<file path="config.mk">
export PLATFORM = sky130hd
export DESIGN_NAME = power_mode_wakeup_control
export DESIGN_NICKNAME = d
export VERILOG_FILES = /design/src/core/pwr_seq_pkg.sv /design/src/core/power_mode_wakeup_control.sv
export VERILOG_INCLUDE_DIRS = /design/src /design/src/core
export SDC_FILE = /design/constraint.sdc
export NUM_CORES = 1
export LEC_CHECK = 0
export BUFFER_PORTS_ARGS = -buffer_cell sky130_fd_sc_hd__buf_4
export CAP_MARGIN = 20
export CORE_MARGIN = 5
export CORE_UTILIZATION = 23
export CTS_BUF_LIST = sky130_fd_sc_hd__clkbuf_8
export DETAILED_ROUTE_END_ITERATION = 10
export HOLD_SLACK_MARGIN = 0.1
export SYNTH_ARGS = -nofsm -noshare
export SYNTH_HDL_FRONTEND = slang
export SYNTH_SLANG_ARGS = --single-unit
</file>
<file path="constraint.sdc">
create_clock -name mclk -period 8.7 [get_ports mclk]
set_clock_uncertainty 0.2 [all_clocks]
set_input_delay 0.87 -clock mclk [delete_from_list [all_inputs] [get_ports mclk]]
set_output_delay 0.87 -clock mclk [all_outputs]
set_load 0.05 [all_outputs]
</file>
<file path="src/core/pwr_seq_params.svh">
// Register offsets, field positions, reset values and timing figures of the power sequencer
`ifndef PWR_SEQ_PARAMS_SVH
`define PWR_SEQ_PARAMS_SVH

// Register byte offsets
`define OFS_MODE_CTRL    8'h00
`define OFS_CLK_SEL      8'h04
`define OFS_OSC_PLL      8'h08
`define OFS_CPU_DIV      8'h0C
`define OFS_USB_DIV      8'h10
`define OFS_PCLK_EN      8'h14
`define OFS_PCLK_DIV     8'h18
`define OFS_STATUS       8'h1C

// Field positions in the oscillator / PLL control word
`define BIT_MAIN_OSC_EN  0
`define BIT_PLL_EN       1
`define BIT_PLL_CONNECT  2

// Reset values
`define RST_CLK_SEL      2'h0
`define RST_OSC_PLL      3'h0
`define RST_CPU_DIV      8'h00
`define RST_USB_DIV      4'h0

// Timing figures
`define MCLK_MHZ         32'h0000_0032
`define IRC_START_US     32'h0000_003C
`define WAKE_IRC_CYC     16'h0004
`define WAKE_MAIN_CYC    16'h1000
`define RESET_HOLD_CYC   16'h0040

`endif

</file>
<file path="src/core/pwr_seq_pkg.sv">
// Types shared by the power-mode and wake-up sequencer
package pwr_seq_pkg;

  // Software mode requests
  typedef enum logic [2:0] {
    MODE_NONE  = 3'b000,
    MODE_IDLE  = 3'b001,
    MODE_SLEEP = 3'b010,
    MODE_PDOWN = 3'b011,
    MODE_DEEP  = 3'b100
  } mode_req_t;

  // Clock source selection
  typedef enum logic [1:0] {
    SRC_IRC  = 2'b00,
    SRC_MAIN = 2'b01,
    SRC_RTC  = 2'b10
  } clk_src_t;

  // Sequencer states
  typedef enum logic [3:0] {
    ST_RESET     = 4'b0000,
    ST_RUN       = 4'b0001,
    ST_IDLE      = 4'b0010,
    ST_SLEEP     = 4'b0011,
    ST_PDOWN     = 4'b0100,
    ST_IRC_START = 4'b0101,
    ST_WAKE      = 4'b0110,
    ST_DEEP      = 4'b0111
  } pwr_state_t;

  // Power and clock control outputs
  typedef struct packed {
    logic sys_resetn;
    logic core_run;
    logic periph_clk_on;
    logic irc_out_en;
    logic irc_power;
    logic main_osc_en;
    logic rtc_osc_en;
    logic pll_en;
    logic pll_connect;
    logic regulator_en;
    logic pin_hold;
  } pwr_ctrl_t;

  // Wake-up sources
  typedef struct packed {
    logic periph_irq;
    logic clockless_irq;
    logic rtc_alarm;
  } wake_src_t;

endpackage

</file>
<file path="src/core/power_mode_wakeup_control.sv">
// Power-mode sequencer, wake-up timer and peripheral clock gating
//
// Decided for this implementation: the placing of the registers and strobed register access.
`timescale 1ns/1ps
`include "pwr_seq_params.svh"

// Functional notes
// [RQ1] Reset and deep wakes run from internal_rc_oscillator
// [RQ2] Software stabilises main oscillator before selecting it
// [RQ3] Wake timer waits for main oscillator good
// [RQ4] Every power-down wake passes the wake timer
// [RQ5] Idle halts execution until reset or interrupt
// [RQ6] Peripherals keep running and wake from Idle
// [RQ7] Sleep stops oscillator and all internal clocks
// [RQ8] Sleep retains state and holds pin levels
// [RQ9] Sleep gates oscillator output, keeps it powered
// [RQ10] Real-time clock oscillator runs during Sleep
// [RQ11] Sleep entry disables PLL, zeroes clock dividers
// [RQ12] Sleep ends on reset or clockless interrupt
// [RQ13] Sleep wake waits 4 or 4096 cycles
// [RQ14] Power-down also powers off internal oscillator
// [RQ15] Power-down wake waits 60 us plus 4
// [RQ16] Software reprograms PLL and dividers after wake
// [RQ17] Deep power-down drops regulator, full reset resume
// [RQ18] Deep power-down wakes on alarm or reset
// [RQ19] Restored power restarts from deep power-down
// [RQ20] Each peripheral has its own clock gate
// [RQ21] Each peripheral has its own clock divider
// [RQ22] Reset holds until pin released and count
// [RQ23] Mode entered only after its write completes
module power_mode_wakeup_control
  import pwr_seq_pkg::*;
#(
  parameter int NPERIPH = 8
) (
  input  wire logic                 mclk,
  input  wire logic                 resetn,
  input  wire logic [7:0]           reg_addr,
  input  wire logic [31:0]          reg_wdata,
  input  wire logic                 reg_wr,
  input  wire logic                 reg_rd,
  output      logic [31:0]          reg_rdata,
  input  wire logic                 reset_pin_n,
  input  wire logic                 main_osc_ok,
  input  wire logic                 power_good,
  input  wire wake_src_t            wake_src,
  output      pwr_ctrl_t            pwr_ctrl,
  output      clk_src_t             proc_clk_sel,
  output      logic [7:0]           processor_clock_div,
  output      logic [3:0]           usb_clk_div,
  output      logic [NPERIPH-1:0]   periph_clk_tick
);

  localparam logic [15:0] IRC_START_CYC = 16'(`IRC_START_US * `MCLK_MHZ);

  // ----------------------------------------------------------------
  // Pin synchronisers
  // ----------------------------------------------------------------
  logic [2:0] pin_s1_ff;
  logic [2:0] pin_s2_ff;
  logic [2:0] pin_s3_ff;
  logic [2:0] pin_ff;
  logic       rst_pin_ok;
  logic       osc_ok;
  logic       pwr_ok;
  logic       pwr_ok_d_ff;

  always_ff @(posedge mclk) begin
    if (!resetn) begin
      pin_s1_ff <= 3'h0;
      pin_s2_ff <= 3'h0;
      pin_s3_ff <= 3'h0;
    end else begin
      pin_s1_ff <= {power_good, main_osc_ok, reset_pin_n};
      pin_s2_ff <= pin_s1_ff;
      pin_s3_ff <= pin_s2_ff;
    end
  end

  always_ff @(posedge mclk) begin
    if (!resetn) begin
      pin_ff <= 3'h0;
    end else begin
      for (int i = 0; i < 3; i++) begin
        if (pin_s2_ff[i] == pin_s3_ff[i]) begin
          pin_ff[i] <= pin_s3_ff[i];
        end
      end
    end
  end

  assign rst_pin_ok = pin_ff[0];
  assign osc_ok     = pin_ff[1];
  assign pwr_ok     = pin_ff[2];

  always_ff @(posedge mclk) begin
    if (!resetn) begin
      pwr_ok_d_ff <= 1'b0;
    end else begin
      pwr_ok_d_ff <= pwr_ok;
    end
  end

  // ----------------------------------------------------------------
  // Registers
  // ----------------------------------------------------------------
  pwr_state_t             state_ff;
  pwr_state_t             nxt_state;
  mode_req_t              mode_req_ff;
  clk_src_t               clk_sel_ff;
  logic [2:0]             osc_pll_ff;
  logic [7:0]             cpu_div_ff;
  logic [3:0]             usb_div_ff;
  logic [NPERIPH-1:0]     pclk_en_ff;
  logic [2*NPERIPH-1:0]   pclk_div_ff;
  logic                   sleep_entry;
  logic                   wr_hit;

  function automatic logic hit(input logic [7:0] a, input logic [7:0] ofs);
    hit = (a == ofs);
  endfunction

  assign sleep_entry = (state_ff == ST_RUN) && (nxt_state == ST_SLEEP || nxt_state == ST_PDOWN);
  assign wr_hit      = reg_wr && hit(reg_addr, `OFS_MODE_CTRL);

  // Mode request is latched on the write and acted on next cycle
  always_ff @(posedge mclk) begin
    if (!resetn || state_ff == ST_RESET) begin
      mode_req_ff <= MODE_NONE;
    end else if (wr_hit) begin
      mode_req_ff <= mode_req_t'(reg_wdata[2:0]); // RQ23
    end else if (state_ff == ST_RUN) begin
      mode_req_ff <= MODE_NONE;
    end
  end

  // Clock source: forced to the internal oscillator on reset and power-down wake
  always_ff @(posedge mclk) begin
    if (!resetn || state_ff == ST_RESET) begin
      clk_sel_ff <= clk_src_t'(`RST_CLK_SEL); // RQ1
    end else if (state_ff == ST_PDOWN) begin
      clk_sel_ff <= SRC_IRC; // RQ1
    end else if (reg_wr && hit(reg_addr, `OFS_CLK_SEL)) begin
      clk_sel_ff <= clk_src_t'(reg_wdata[1:0]);
    end
  end

  // PLL and dividers: cleared by hardware on sleep entry
  always_ff @(posedge mclk) begin
    if (!resetn || state_ff == ST_RESET) begin
      osc_pll_ff <= `RST_OSC_PLL;
      cpu_div_ff <= `RST_CPU_DIV;
      usb_div_ff <= `RST_USB_DIV;
    end else if (sleep_entry) begin
      osc_pll_ff[`BIT_PLL_EN]      <= 1'b0; // RQ11
      osc_pll_ff[`BIT_PLL_CONNECT] <= 1'b0; // RQ11
      cpu_div_ff                   <= `RST_CPU_DIV; // RQ11
      usb_div_ff                   <= `RST_USB_DIV; // RQ11
    end else if (reg_wr) begin
      if (hit(reg_addr, `OFS_OSC_PLL)) begin
        osc_pll_ff <= reg_wdata[2:0];
      end else if (hit(reg_addr, `OFS_CPU_DIV)) begin
        cpu_div_ff <= reg_wdata[7:0];
      end else if (hit(reg_addr, `OFS_USB_DIV)) begin
        usb_div_ff <= reg_wdata[3:0];
      end
    end
  end

  // Peripheral gating and divider selects
  always_ff @(posedge mclk) begin
    if (!resetn || state_ff == ST_RESET) begin
      pclk_en_ff  <= '0;
      pclk_div_ff <= '0;
    end else if (reg_wr) begin
      if (hit(reg_addr, `OFS_PCLK_EN)) begin
        pclk_en_ff <= reg_wdata[NPERIPH-1:0]; // RQ20
      end else if (hit(reg_addr, `OFS_PCLK_DIV)) begin
        pclk_div_ff <= reg_wdata[2*NPERIPH-1:0]; // RQ21
      end
    end
  end

  // Read data, one cycle after the strobe
  always_ff @(posedge mclk) begin
    if (!resetn) begin
      reg_rdata <= 32'h0000_0000;
    end else if (reg_rd) begin
      if (hit(reg_addr, `OFS_MODE_CTRL)) begin
        reg_rdata <= {29'h0, mode_req_ff};
      end else if (hit(reg_addr, `OFS_CLK_SEL)) begin
        reg_rdata <= {30'h0, clk_sel_ff};
      end else if (hit(reg_addr, `OFS_OSC_PLL)) begin
        reg_rdata <= {29'h0, osc_pll_ff};
      end else if (hit(reg_addr, `OFS_CPU_DIV)) begin
        reg_rdata <= {24'h0, cpu_div_ff};
      end else if (hit(reg_addr, `OFS_USB_DIV)) begin
        reg_rdata <= {28'h0, usb_div_ff};
      end else if (hit(reg_addr, `OFS_PCLK_EN)) begin
        reg_rdata <= 32'(pclk_en_ff);
      end else if (hit(reg_addr, `OFS_PCLK_DIV)) begin
        reg_rdata <= 32'(pclk_div_ff);
      end else if (hit(reg_addr, `OFS_STATUS)) begin
        reg_rdata <= {26'h0, pwr_ok, osc_ok, state_ff};
      end else begin
        reg_rdata <= 32'h0000_0000;
      end
    end else begin
      reg_rdata <= 32'h0000_0000;
    end
  end

  // ----------------------------------------------------------------
  // Sequencer and wake-up timer
  // ----------------------------------------------------------------
  logic [15:0] cnt_ff;
  logic [15:0] wake_len_ff;
  logic        cnt_clr;
  logic        wake_hold;

  assign wake_hold = (state_ff == ST_WAKE) && (clk_sel_ff == SRC_MAIN) && !osc_ok; // RQ3

  always_comb begin
    nxt_state = state_ff;
    case (state_ff)
      ST_RESET: begin
        if (rst_pin_ok && cnt_ff == `RESET_HOLD_CYC - 16'h0001) begin
          nxt_state = ST_RUN; // RQ22
        end
      end
      ST_RUN: begin
        case (mode_req_ff)
          MODE_IDLE:  nxt_state = ST_IDLE; // RQ23
          MODE_SLEEP: nxt_state = ST_SLEEP;
          MODE_PDOWN: nxt_state = ST_PDOWN;
          MODE_DEEP:  nxt_state = ST_DEEP;
          default:    nxt_state = ST_RUN;
        endcase
      end
      ST_IDLE: begin
        if (wake_src.periph_irq || wake_src.clockless_irq || wake_src.rtc_alarm) begin
          nxt_state = ST_RUN; // RQ5 RQ6
        end
      end
      ST_SLEEP: begin
        if (wake_src.clockless_irq || wake_src.rtc_alarm) begin
          nxt_state = ST_WAKE; // RQ12 RQ4
        end
      end
      ST_PDOWN: begin
        if (wake_src.clockless_irq || wake_src.rtc_alarm) begin
          nxt_state = ST_IRC_START; // RQ4
        end
      end
      ST_IRC_START: begin
        if (cnt_ff == IRC_START_CYC - 16'h0001) begin
          nxt_state = ST_WAKE; // RQ15
        end
      end
      ST_WAKE: begin
        if (!wake_hold && cnt_ff == wake_len_ff - 16'h0001) begin
          nxt_state = ST_RUN; // RQ13
        end
      end
      ST_DEEP: begin
        if (wake_src.rtc_alarm || (pwr_ok && !pwr_ok_d_ff)) begin
          nxt_state = ST_RESET; // RQ18 RQ19 RQ17
        end
      end
      default: nxt_state = ST_RESET;
    endcase
    if (!rst_pin_ok) begin
      nxt_state = ST_RESET; // RQ22 RQ18
    end
  end

  always_ff @(posedge mclk) begin
    if (!resetn) begin
      state_ff <= ST_RESET;
    end else begin
      state_ff <= nxt_state;
    end
  end

  assign cnt_clr = (nxt_state != state_ff) || wake_hold || (state_ff == ST_RESET && !rst_pin_ok);

  always_ff @(posedge mclk) begin
    if (!resetn || cnt_clr) begin
      cnt_ff <= 16'h0000; // RQ3 RQ22
    end else if (cnt_ff != 16'hFFFF) begin
      cnt_ff <= cnt_ff + 16'h0001;
    end
  end

  // Wake length: sleep keeps its source, power-down always restarts on the internal oscillator
  always_ff @(posedge mclk) begin
    if (!resetn) begin
      wake_len_ff <= `WAKE_IRC_CYC;
    end else if (state_ff == ST_SLEEP && nxt_state == ST_WAKE) begin
      wake_len_ff <= (clk_sel_ff == SRC_MAIN) ? `WAKE_MAIN_CYC : `WAKE_IRC_CYC; // RQ13
    end else if (state_ff == ST_IRC_START) begin
      wake_len_ff <= `WAKE_IRC_CYC; // RQ15
    end
  end

  // ----------------------------------------------------------------
  // Power and clock control outputs
  // ----------------------------------------------------------------
  pwr_ctrl_t nxt_ctrl;
  logic      nxt_stop;
  logic      nxt_pdn;

  always_comb begin
    nxt_stop               = (nxt_state == ST_SLEEP) || (nxt_state == ST_PDOWN) ||
                             (nxt_state == ST_DEEP) || (nxt_state == ST_IRC_START);
    nxt_pdn                = (nxt_state == ST_PDOWN) || (nxt_state == ST_DEEP) ||
                             (nxt_state == ST_IRC_START);
    nxt_ctrl               = '0;
    nxt_ctrl.sys_resetn    = (nxt_state != ST_RESET); // RQ22 RQ17
    nxt_ctrl.core_run      = (nxt_state == ST_RUN); // RQ5 RQ4
    nxt_ctrl.periph_clk_on = (nxt_state == ST_RUN) || (nxt_state == ST_IDLE); // RQ6 RQ7
    nxt_ctrl.irc_out_en    = !nxt_stop; // RQ9 RQ1
    nxt_ctrl.irc_power     = !((nxt_state == ST_PDOWN) || (nxt_state == ST_DEEP)); // RQ14 RQ9
    nxt_ctrl.main_osc_en   = osc_pll_ff[`BIT_MAIN_OSC_EN] && !nxt_pdn &&
                             (nxt_state != ST_SLEEP); // RQ7
    nxt_ctrl.rtc_osc_en    = 1'b1; // RQ10
    nxt_ctrl.pll_en        = osc_pll_ff[`BIT_PLL_EN] && !nxt_stop; // RQ11
    nxt_ctrl.pll_connect   = osc_pll_ff[`BIT_PLL_CONNECT] && !nxt_stop; // RQ11
    nxt_ctrl.regulator_en  = (nxt_state != ST_DEEP); // RQ17
    nxt_ctrl.pin_hold      = (nxt_state == ST_SLEEP) || (nxt_state == ST_PDOWN) ||
                             (nxt_state == ST_IRC_START); // RQ8
  end

  always_ff @(posedge mclk) begin
    if (!resetn) begin
      pwr_ctrl            <= '0;
      proc_clk_sel        <= SRC_IRC;
      processor_clock_div <= `RST_CPU_DIV;
      usb_clk_div         <= `RST_USB_DIV;
    end else begin
      pwr_ctrl            <= nxt_ctrl;
      proc_clk_sel        <= clk_sel_ff; // RQ1
      processor_clock_div <= cpu_div_ff;
      usb_clk_div         <= usb_div_ff;
    end
  end

  // ----------------------------------------------------------------
  // Peripheral clock dividers
  // ----------------------------------------------------------------
  logic [2:0] pdiv_cnt_ff [NPERIPH];

  function automatic logic tick_due(input logic [2:0] c, input logic [1:0] sel);
    logic [2:0] mask;
    mask     = 3'((4'h1 << sel) - 4'h1);
    tick_due = ((c & mask) == 3'h0);
  endfunction

  always_ff @(posedge mclk) begin
    if (!resetn) begin
      for (int i = 0; i < NPERIPH; i++) begin
        pdiv_cnt_ff[i] <= 3'h0;
      end
      periph_clk_tick <= '0;
    end else begin
      for (int i = 0; i < NPERIPH; i++) begin
        if (nxt_ctrl.periph_clk_on && pclk_en_ff[i]) begin
          pdiv_cnt_ff[i]     <= pdiv_cnt_ff[i] + 3'h1; // RQ21
          periph_clk_tick[i] <= tick_due(pdiv_cnt_ff[i], pclk_div_ff[2*i +: 2]); // RQ20
        end else begin
          pdiv_cnt_ff[i]     <= 3'h0;
          periph_clk_tick[i] <= 1'b0; // RQ20 RQ7
        end
      end
    end
  end
endmodule // power_mode_wakeup_control

</file>
==> qor.yml, run 1 <==
synth_cells: 693
drcViolationCount: 0
ant_nets: 0
clkTransAtPathRegs_ps: 90
detail_route.wl_per_cell_um: 14.10
fmax_ghz: 0.2793
rsz0062_at_grt: "no"
num_rows: 61
post_cts_resize_count: 0
grt_pass1_vias: 4876
port_buffers: 82
worst_hold_path_type: "flop to flop"
first_pass_iters: 8
endpoint_kind: "flop"
slew_headroom: 0.4510
power_density_nw_per_um2: 167.6
htree_levels: 4
clk_path_buf_depth: 2
critPathMaxFanout: 19
fp.dieW_um: 177.8
yosysTopAreaCellShare: 0.3956
leakage_nw: 2.963
finalSetupViolations: 0
yosysTopAreaCell: "dfxtp_1"
syn_avg_cell_area_um2: 9.347
viasPerCell: 4.407
place_hpwl_um: 12160
cp-start-kind: "flop"
core_region_area_um2: 27780
ys_types: 68
grt_max_degree: 33
num_vias: 5222
hold_viol: 0
drv_slew: 0
area_delta_synth_final_pct: 21.27
yosys_warnings: 0
arrival_ps: 3600
fin_crit_sh: 0.4115
synth_flop_cell: "dfxtp_1"
final_cells: 1185
start_util: 0.2332
setup_tns_ps: 0
status: "complete, no violations"
vdd_ir_drop_max_mv: 0.05842
drtIter0Drc: 404
tritoncts: "built"
clockRootBuffer: "clkbuf_8"
cts_made_buffers: 17
cts_sinks: 152
insertion_delay_ps: 450
place_inst: 1152
drv_cap: 0
grt_pass1_wl_um: 26460
synthArstFlopShare: 0
crit_type: "flop to flop"
ys_seq_area_frac: 0.5069
crit_required_ps: 8720
fin_crit_ps: 3580
die_height_um: 177.8
syn_area_um2: 6477
antenna_found_initial: 1
synth-edff-count: 24
nets: 853
synth_area_leaders: "dfxtp_1 40%, edfxtp_1 11%, nand2_1 5.7%"
final_layout_size_suffix_gt1_frac: 0.1712
grt.total_usage: 0.1062
worstMarginPinSlew_ps: 812.1
overflow: 0
hold_buffers: 0
wl_um: 16710
synth_seq_cells: 152
cts_setup_buffers: 0
gp_congestion: 0.8312
die_area_um2: 31620
num_io_pins: 115
[synthesized netlist by cell type (3+ instances only)]
master,instances
dfxtp_1,128
buf_1,4
buf_4,18
buf_2,4
o21ai_0,18
a31oi_1,4
nor3b_1,12
xnor2_1,7
edfxtp_1,24
clkbuf_1,13
a22oi_1,8
and2_1,37
xor2_1,14
and2b_2,3
o211ai_1,3
a21o_1,7
nor4_1,4
nand3_1,19
nor4b_1,3
inv_1,11
nand2_1,99
mux2i_1,14
a211oi_1,10
or3_1,4
a21oi_1,59
nor2_1,44
nand4_1,14
nor2b_1,3
a21oi_2,4
and3_1,19
ha_1,10
nor3_1,22
nand2b_1,5
buf_6,4
[where the power goes]
group / switching [mW] / internal, mW
clock network: 0.288 / 0.233
logic: 0.0475 / 0.0204
registers: 0.00646 / 0.721
total: 0.342 / 0.974
[flip-flops by register name, indices dropped and copies added, names as in the netlist]
signal / flops
pdiv_cnt_ff: 24
cnt_ff: 16
pclk_div_ff: 16
reg_rdata: 16
pwr_ctrl: 11
cpu_div_ff: 8
pclk_en_ff: 8
periph_clk_tick: 8
processor_clock_div: 8
state_ff: 4
usb_clk_div: 4
usb_div_ff: 4
mode_req_ff: 3
osc_pll_ff: 3
pin_ff: 3
pin_s1_ff: 3
pin_s2_ff: 3
pin_s3_ff: 3
clk_sel_ff: 2
proc_clk_sel: 2
wake_len_ff: 2
pwr_ok_d_ff: 1
[critical path: stages, from the launching register on]
cell	delay, ps
dfxtp_1	360
or3_1	400
or4_4	450
nor4_4	340
o32a_2	270
a21oi_1	130
o21ai_4	620
inv_2	290
and3_1	260
[final timing paths]
path,start,to,slack [ps],cells past startpoint
hold / removal,pin_s1_ff[1]$_SDFF_PN0_,pin_s2_ff[1]$_SDFF_PN0_,240,1
hold reg to reg,pin_s1_ff[1]$_SDFF_PN0_,pin_s2_ff[1]$_SDFF_PN0_,240,1
setup / recovery,cnt_ff[13]$_SDFFE_PP0P_,pdiv_cnt_ff[0][4]$_SDFFCE_PP0P_,5120,8
setup reg to reg,cnt_ff[13]$_SDFFE_PP0P_,pdiv_cnt_ff[0][4]$_SDFFCE_PP0P_,5120,8
[per-stage QoR]
stage                     setup slack (ps)  hold WS, ps  area, um^2  total power, mW    util
after floorplan                       5642        211.9        6624           0.7916       -
after global placement                4644        217.6        7473           0.8116  0.2690
after detailed placement              4664        217.7        7473           0.8121  0.2690
after CTS                             5066        239.0        7853            1.334  0.2827
after global routing                  4814        248.5        7855            1.370  0.2827
final                                 5120        237.3        7855            1.316  0.2827
[cell type report]
type	count	area (um^2)
timing repair buffer	86	645.6
antenna	1	2.502
clock inverter	15	145.1
sequential	152	3283
inverter	12	45.04
tap	378	473.0
clock buffer	17	234.0
multi-input combinational	524	3027
fill	2989	19930
[metal layers]
layer | part of all wire | up-vias | track usage
met1 | 0.47 | 2438 | 0.1451
met5 | 0 | - | 0
met3 | 0.061 | 19 | 0.02791
met4 | 0.016 | 0 | 0.03996
met2 | 0.46 | 159 | 0.1610
li1 | - | 2606 | -
[cells by family after synthesis]
group | synth area share
other cells | 0.001159
flops | 0.5069
mux | 0.02163
fa+ha+maj | 0.01932
compound gates | 0.1362
buf+inv | 0.04848
xor+xnor | 0.02840
simple gates | 0.2380
[layout by cell type, fill, tap and decap left out, types with 18 or more instances in the layout]
| cell type | instances |
|---|---|
| nand3_1 | 19 |
| conb_1 | 41 |
| nand2_1 | 99 |
| a21oi_1 | 59 |
| o21ai_0 | 18 |
| and2_1 | 37 |
| dfxtp_1 | 128 |
| nor3_1 | 22 |
| nor2_1 | 44 |
| edfxtp_1 | 24 |
| and3_1 | 19 |
| buf_4 | 86 |
Note: power is estimated with default switching activity, not from simulation.
==> run 2, diff against run 1 <==
==> constraint.sdc (replaced) <==
create_clock -name mclk -period 3.3 [get_ports mclk]
set_clock_uncertainty 0.2 [all_clocks]
set_input_delay 0.33 -clock mclk [delete_from_list [all_inputs] [get_ports mclk]]
set_output_delay 0.33 -clock mclk [all_outputs]
set_load 0.05 [all_outputs]
==> run 2 against run 1 <==
Against the previous run:
- via count grew 3.0%
- combinational power grew to 3.0 times the previous value
- core utilization grew 1.2 points
- sequential share of layout area shrank 1.7 points
- register-to-register slack lost 4900 ps
- largest cell class unchanged
- largest power group unchanged
==> qor.yml, run 2 (synthesis gave the netlist of run 1 again) <==
ant_nets: 0  # unchanged
r2r_end: "cnt_ff[4]$_SDFFE_PP0P_"  # was pdiv_cnt_ff[0][4]$_SDFFCE_PP0P_
num_rows: 61  # unchanged
rrSetupSlack_ps: 260  # was 5120 ps
hold_path_depth: 3  # was 1
place_area_um2: 7533  # was 7473 um^2
worstMarginPinSlew_ps: 751.5  # was 812.1 ps
drcViolationCount: 0  # unchanged
grt_pass1_wl_um: 26450  # was 26460 um
power_density_nw_per_um2: 445.6  # was 167.6 nW/um^2
r2r_start: "cnt_ff[13]$_SDFFE_PP0P_"  # unchanged
endpoint_kind: "flop"  # unchanged
fill_cells: 2936  # was 2989
die_area_um2: 31620  # unchanged
most-common-layout-cells: "128 x dfxtp_1, 99 x nand2_1, 94 x buf_4, 59 x a21oi_1, 44 x nor2_1"  # was 128 x dfxtp_1, 99 x nand2_1, 86 x buf_4, 59 x a21oi_1, 44 x nor2_1
largest_reg_flops: 24  # unchanged
diodes: 0  # was 1
gp_congestion: 0.8497  # was 0.8312
wl_um: 17070  # was 16710 um
area_delta_synth_final_pct: 26.35  # was 21.27%
drv_slew: 0  # unchanged
port_buffers: 82  # unchanged
detail_route.wl_per_cell_um: 14.07  # was 14.10 um
r2r_cells: 7  # was 8
clk_path_buf_depth: 2  # unchanged
fin_crit_sh: 0.9210  # was 0.4115
crit_path_start: "cnt_ff[13]$_SDFFE_PP0P_"  # unchanged
fp.dieW_um: 177.8  # unchanged
grt.total_usage: 0.1047  # was 0.1062
vdd_ir_drop_max_mv: 0.2538  # was 0.05842 mV
num_io_pins: 115  # unchanged
crit_required_ps: 3470  # was 8720 ps
postLayoutCellArea_um2: 8184  # was 7855 um^2
start_util: 0.2332  # unchanged
grt_pass1_vias: 5035  # was 4876
num_vias: 5380  # was 5222
status: "complete, no violations"  # unchanged
rsz0062_at_grt: "no"  # unchanged
leakage_nw: 3.117  # was 2.963 nW
hold_viol: 0  # unchanged
clockRootBuffer: "clkbuf_8"  # unchanged
clkTransAtPathRegs_ps: 100  # was 90 ps
htree_levels: 4  # unchanged
slew_headroom: 0.4972  # was 0.4510
tritoncts: "built"  # unchanged
multi_input_area_um2: 3038  # was 3027 um^2
worst_hold_path_type: "input port to flop"  # was flop to flop
nets: 882  # was 853
core_region_area_um2: 27780  # unchanged
worstHoldStart: "reg_rd"  # was pin_s1_ff[1]$_SDFF_PN0_
drtIter0Drc: 349  # was 404
finalSetupViolations: 0  # unchanged
fin_crit_ps: 3039  # was 3580 ps
seqCellArea_um2: 3283  # unchanged
grt_max_degree: 33  # unchanged
cp-start-kind: "flop"  # unchanged
overflow: 0  # unchanged
place_hpwl_um: 12260  # was 12160 um
drv_cap: 0  # unchanged
min_to: "reg_rdata[1]$_SDFF_PN0_"  # was pin_s2_ff[1]$_SDFF_PN0_
setup_tns_ps: 0  # unchanged
final_layout_size_suffix_gt1_frac: 0.1784  # was 0.1712
first_pass_iters: 5  # was 8
arrival_ps: 3210  # was 3600 ps
cts_sinks: 152  # unchanged
insertion_delay_ps: 450  # about the same
die_height_um: 177.8  # unchanged
critPathMaxFanout: 16  # was 19
viasPerCell: 4.435  # was 4.407
top_register: "pdiv_cnt_ff"  # unchanged
antenna_found_initial: 0  # was 1
fmax_ghz: 0.3290  # was 0.2793 GHz
cts_made_buffers: 17  # unchanged
layout_commonest_cell: "dfxtp_1"  # unchanged
crit_type: "flop to flop"  # unchanged
==> run 2: changes by cell type in the layout (fill, tap and decap cells not counted), moves of 2 or more <==
cell / delta
clkinvlp_4: -2
dlygate4sd3_1: +21
buf_4: +8
inv_6: +2
==> run 2: timing repair <==
item | 4_1_cts | 5_1_grt
setup endpoints to repair | 0 | 6
setup buffers | 0 | 0
hold endpoints to repair | 48 | 0
gates resized for setup | 0 | 2
hold buffers | 21 | 0
==> run 2: cell type report <==
type | count | share of cell area
inverter | 12 | 0.005504
clock buffer | 18 | 0.03027
multi-input combinational | 524 | 0.3712
clock inverter | 14 | 0.02217
timing repair buffer | 115 | 0.1119
tap | 378 | 0.05779
sequential | 152 | 0.4012
==> run 2: metal layers <==
metal | up-vias | GRT usage | wire length [um]
li1 | 2659 | - | -
met5 | - | 0 | 0
met2 | 192 | 0.1673 | 7860
met3 | 26 | 0.02280 | 1195
met4 | 0 | 0.03803 | 342
met1 | 2503 | 0.1394 | 7668
==> run 2: through the flow <==
| step | setup WS, ps | power [mW] | util | hold slack (ps) | std cells |
|---|---|---|---|---|---|
| final | 260.6 | 3.647 | 0.2946 | 167.9 | 1213 |
| after global routing | 116.3 | 3.783 | 0.2946 | 159.0 | 1213 |
| after CTS | 268.6 | 3.689 | 0.2942 | 149.7 | 1213 |
| after detailed placement | 290.6 | 2.144 | 0.2712 | 220.9 | 1160 |
| after global placement | 307.6 | 2.143 | 0.2712 | 215.9 | 1160 |
| after floorplan | 419.7 | 2.087 | - | 157.7 | 732 |
==> run 2: worst max path at each step <==
stage | to | slack, ps
floorplan | pdiv_cnt_ff[1][10]$_SDFFCE_PP0P_ | 420
global placement | cnt_ff[4]$_SDFFE_PP0P_ | 310
detailed placement | cnt_ff[14]$_SDFFE_PP0P_ | 290
CTS | cnt_ff[4]$_SDFFE_PP0P_ | 270
global route | cnt_ff[15]$_SDFFE_PP0P_ | 120
finish | cnt_ff[4]$_SDFFE_PP0P_ | 260
==> run 2: critical path, cell delays in order, from the launching register on <==
cell	delay, ps
dfxtp_1	360
or3_1	400
or4_4	450
nor4_4	320
o32a_2	270
nand2_1	170
a221o_2	560
a311oi_2	230
==> run 2: where the power goes <==
| part | internal, mW | total [mW] | leakage (nW) | switching, mW |
|---|---|---|---|---|
| Sequential | 1.90 | 1.92 | 1.26 | 0.0173 |
| Combinational | 0.0731 | 0.204 | 1.64 | 0.131 |
| Clock | 0.731 | 1.52 | 0.215 | 0.792 |
| Total | 2.71 | 3.65 | 3.12 | 0.941 |
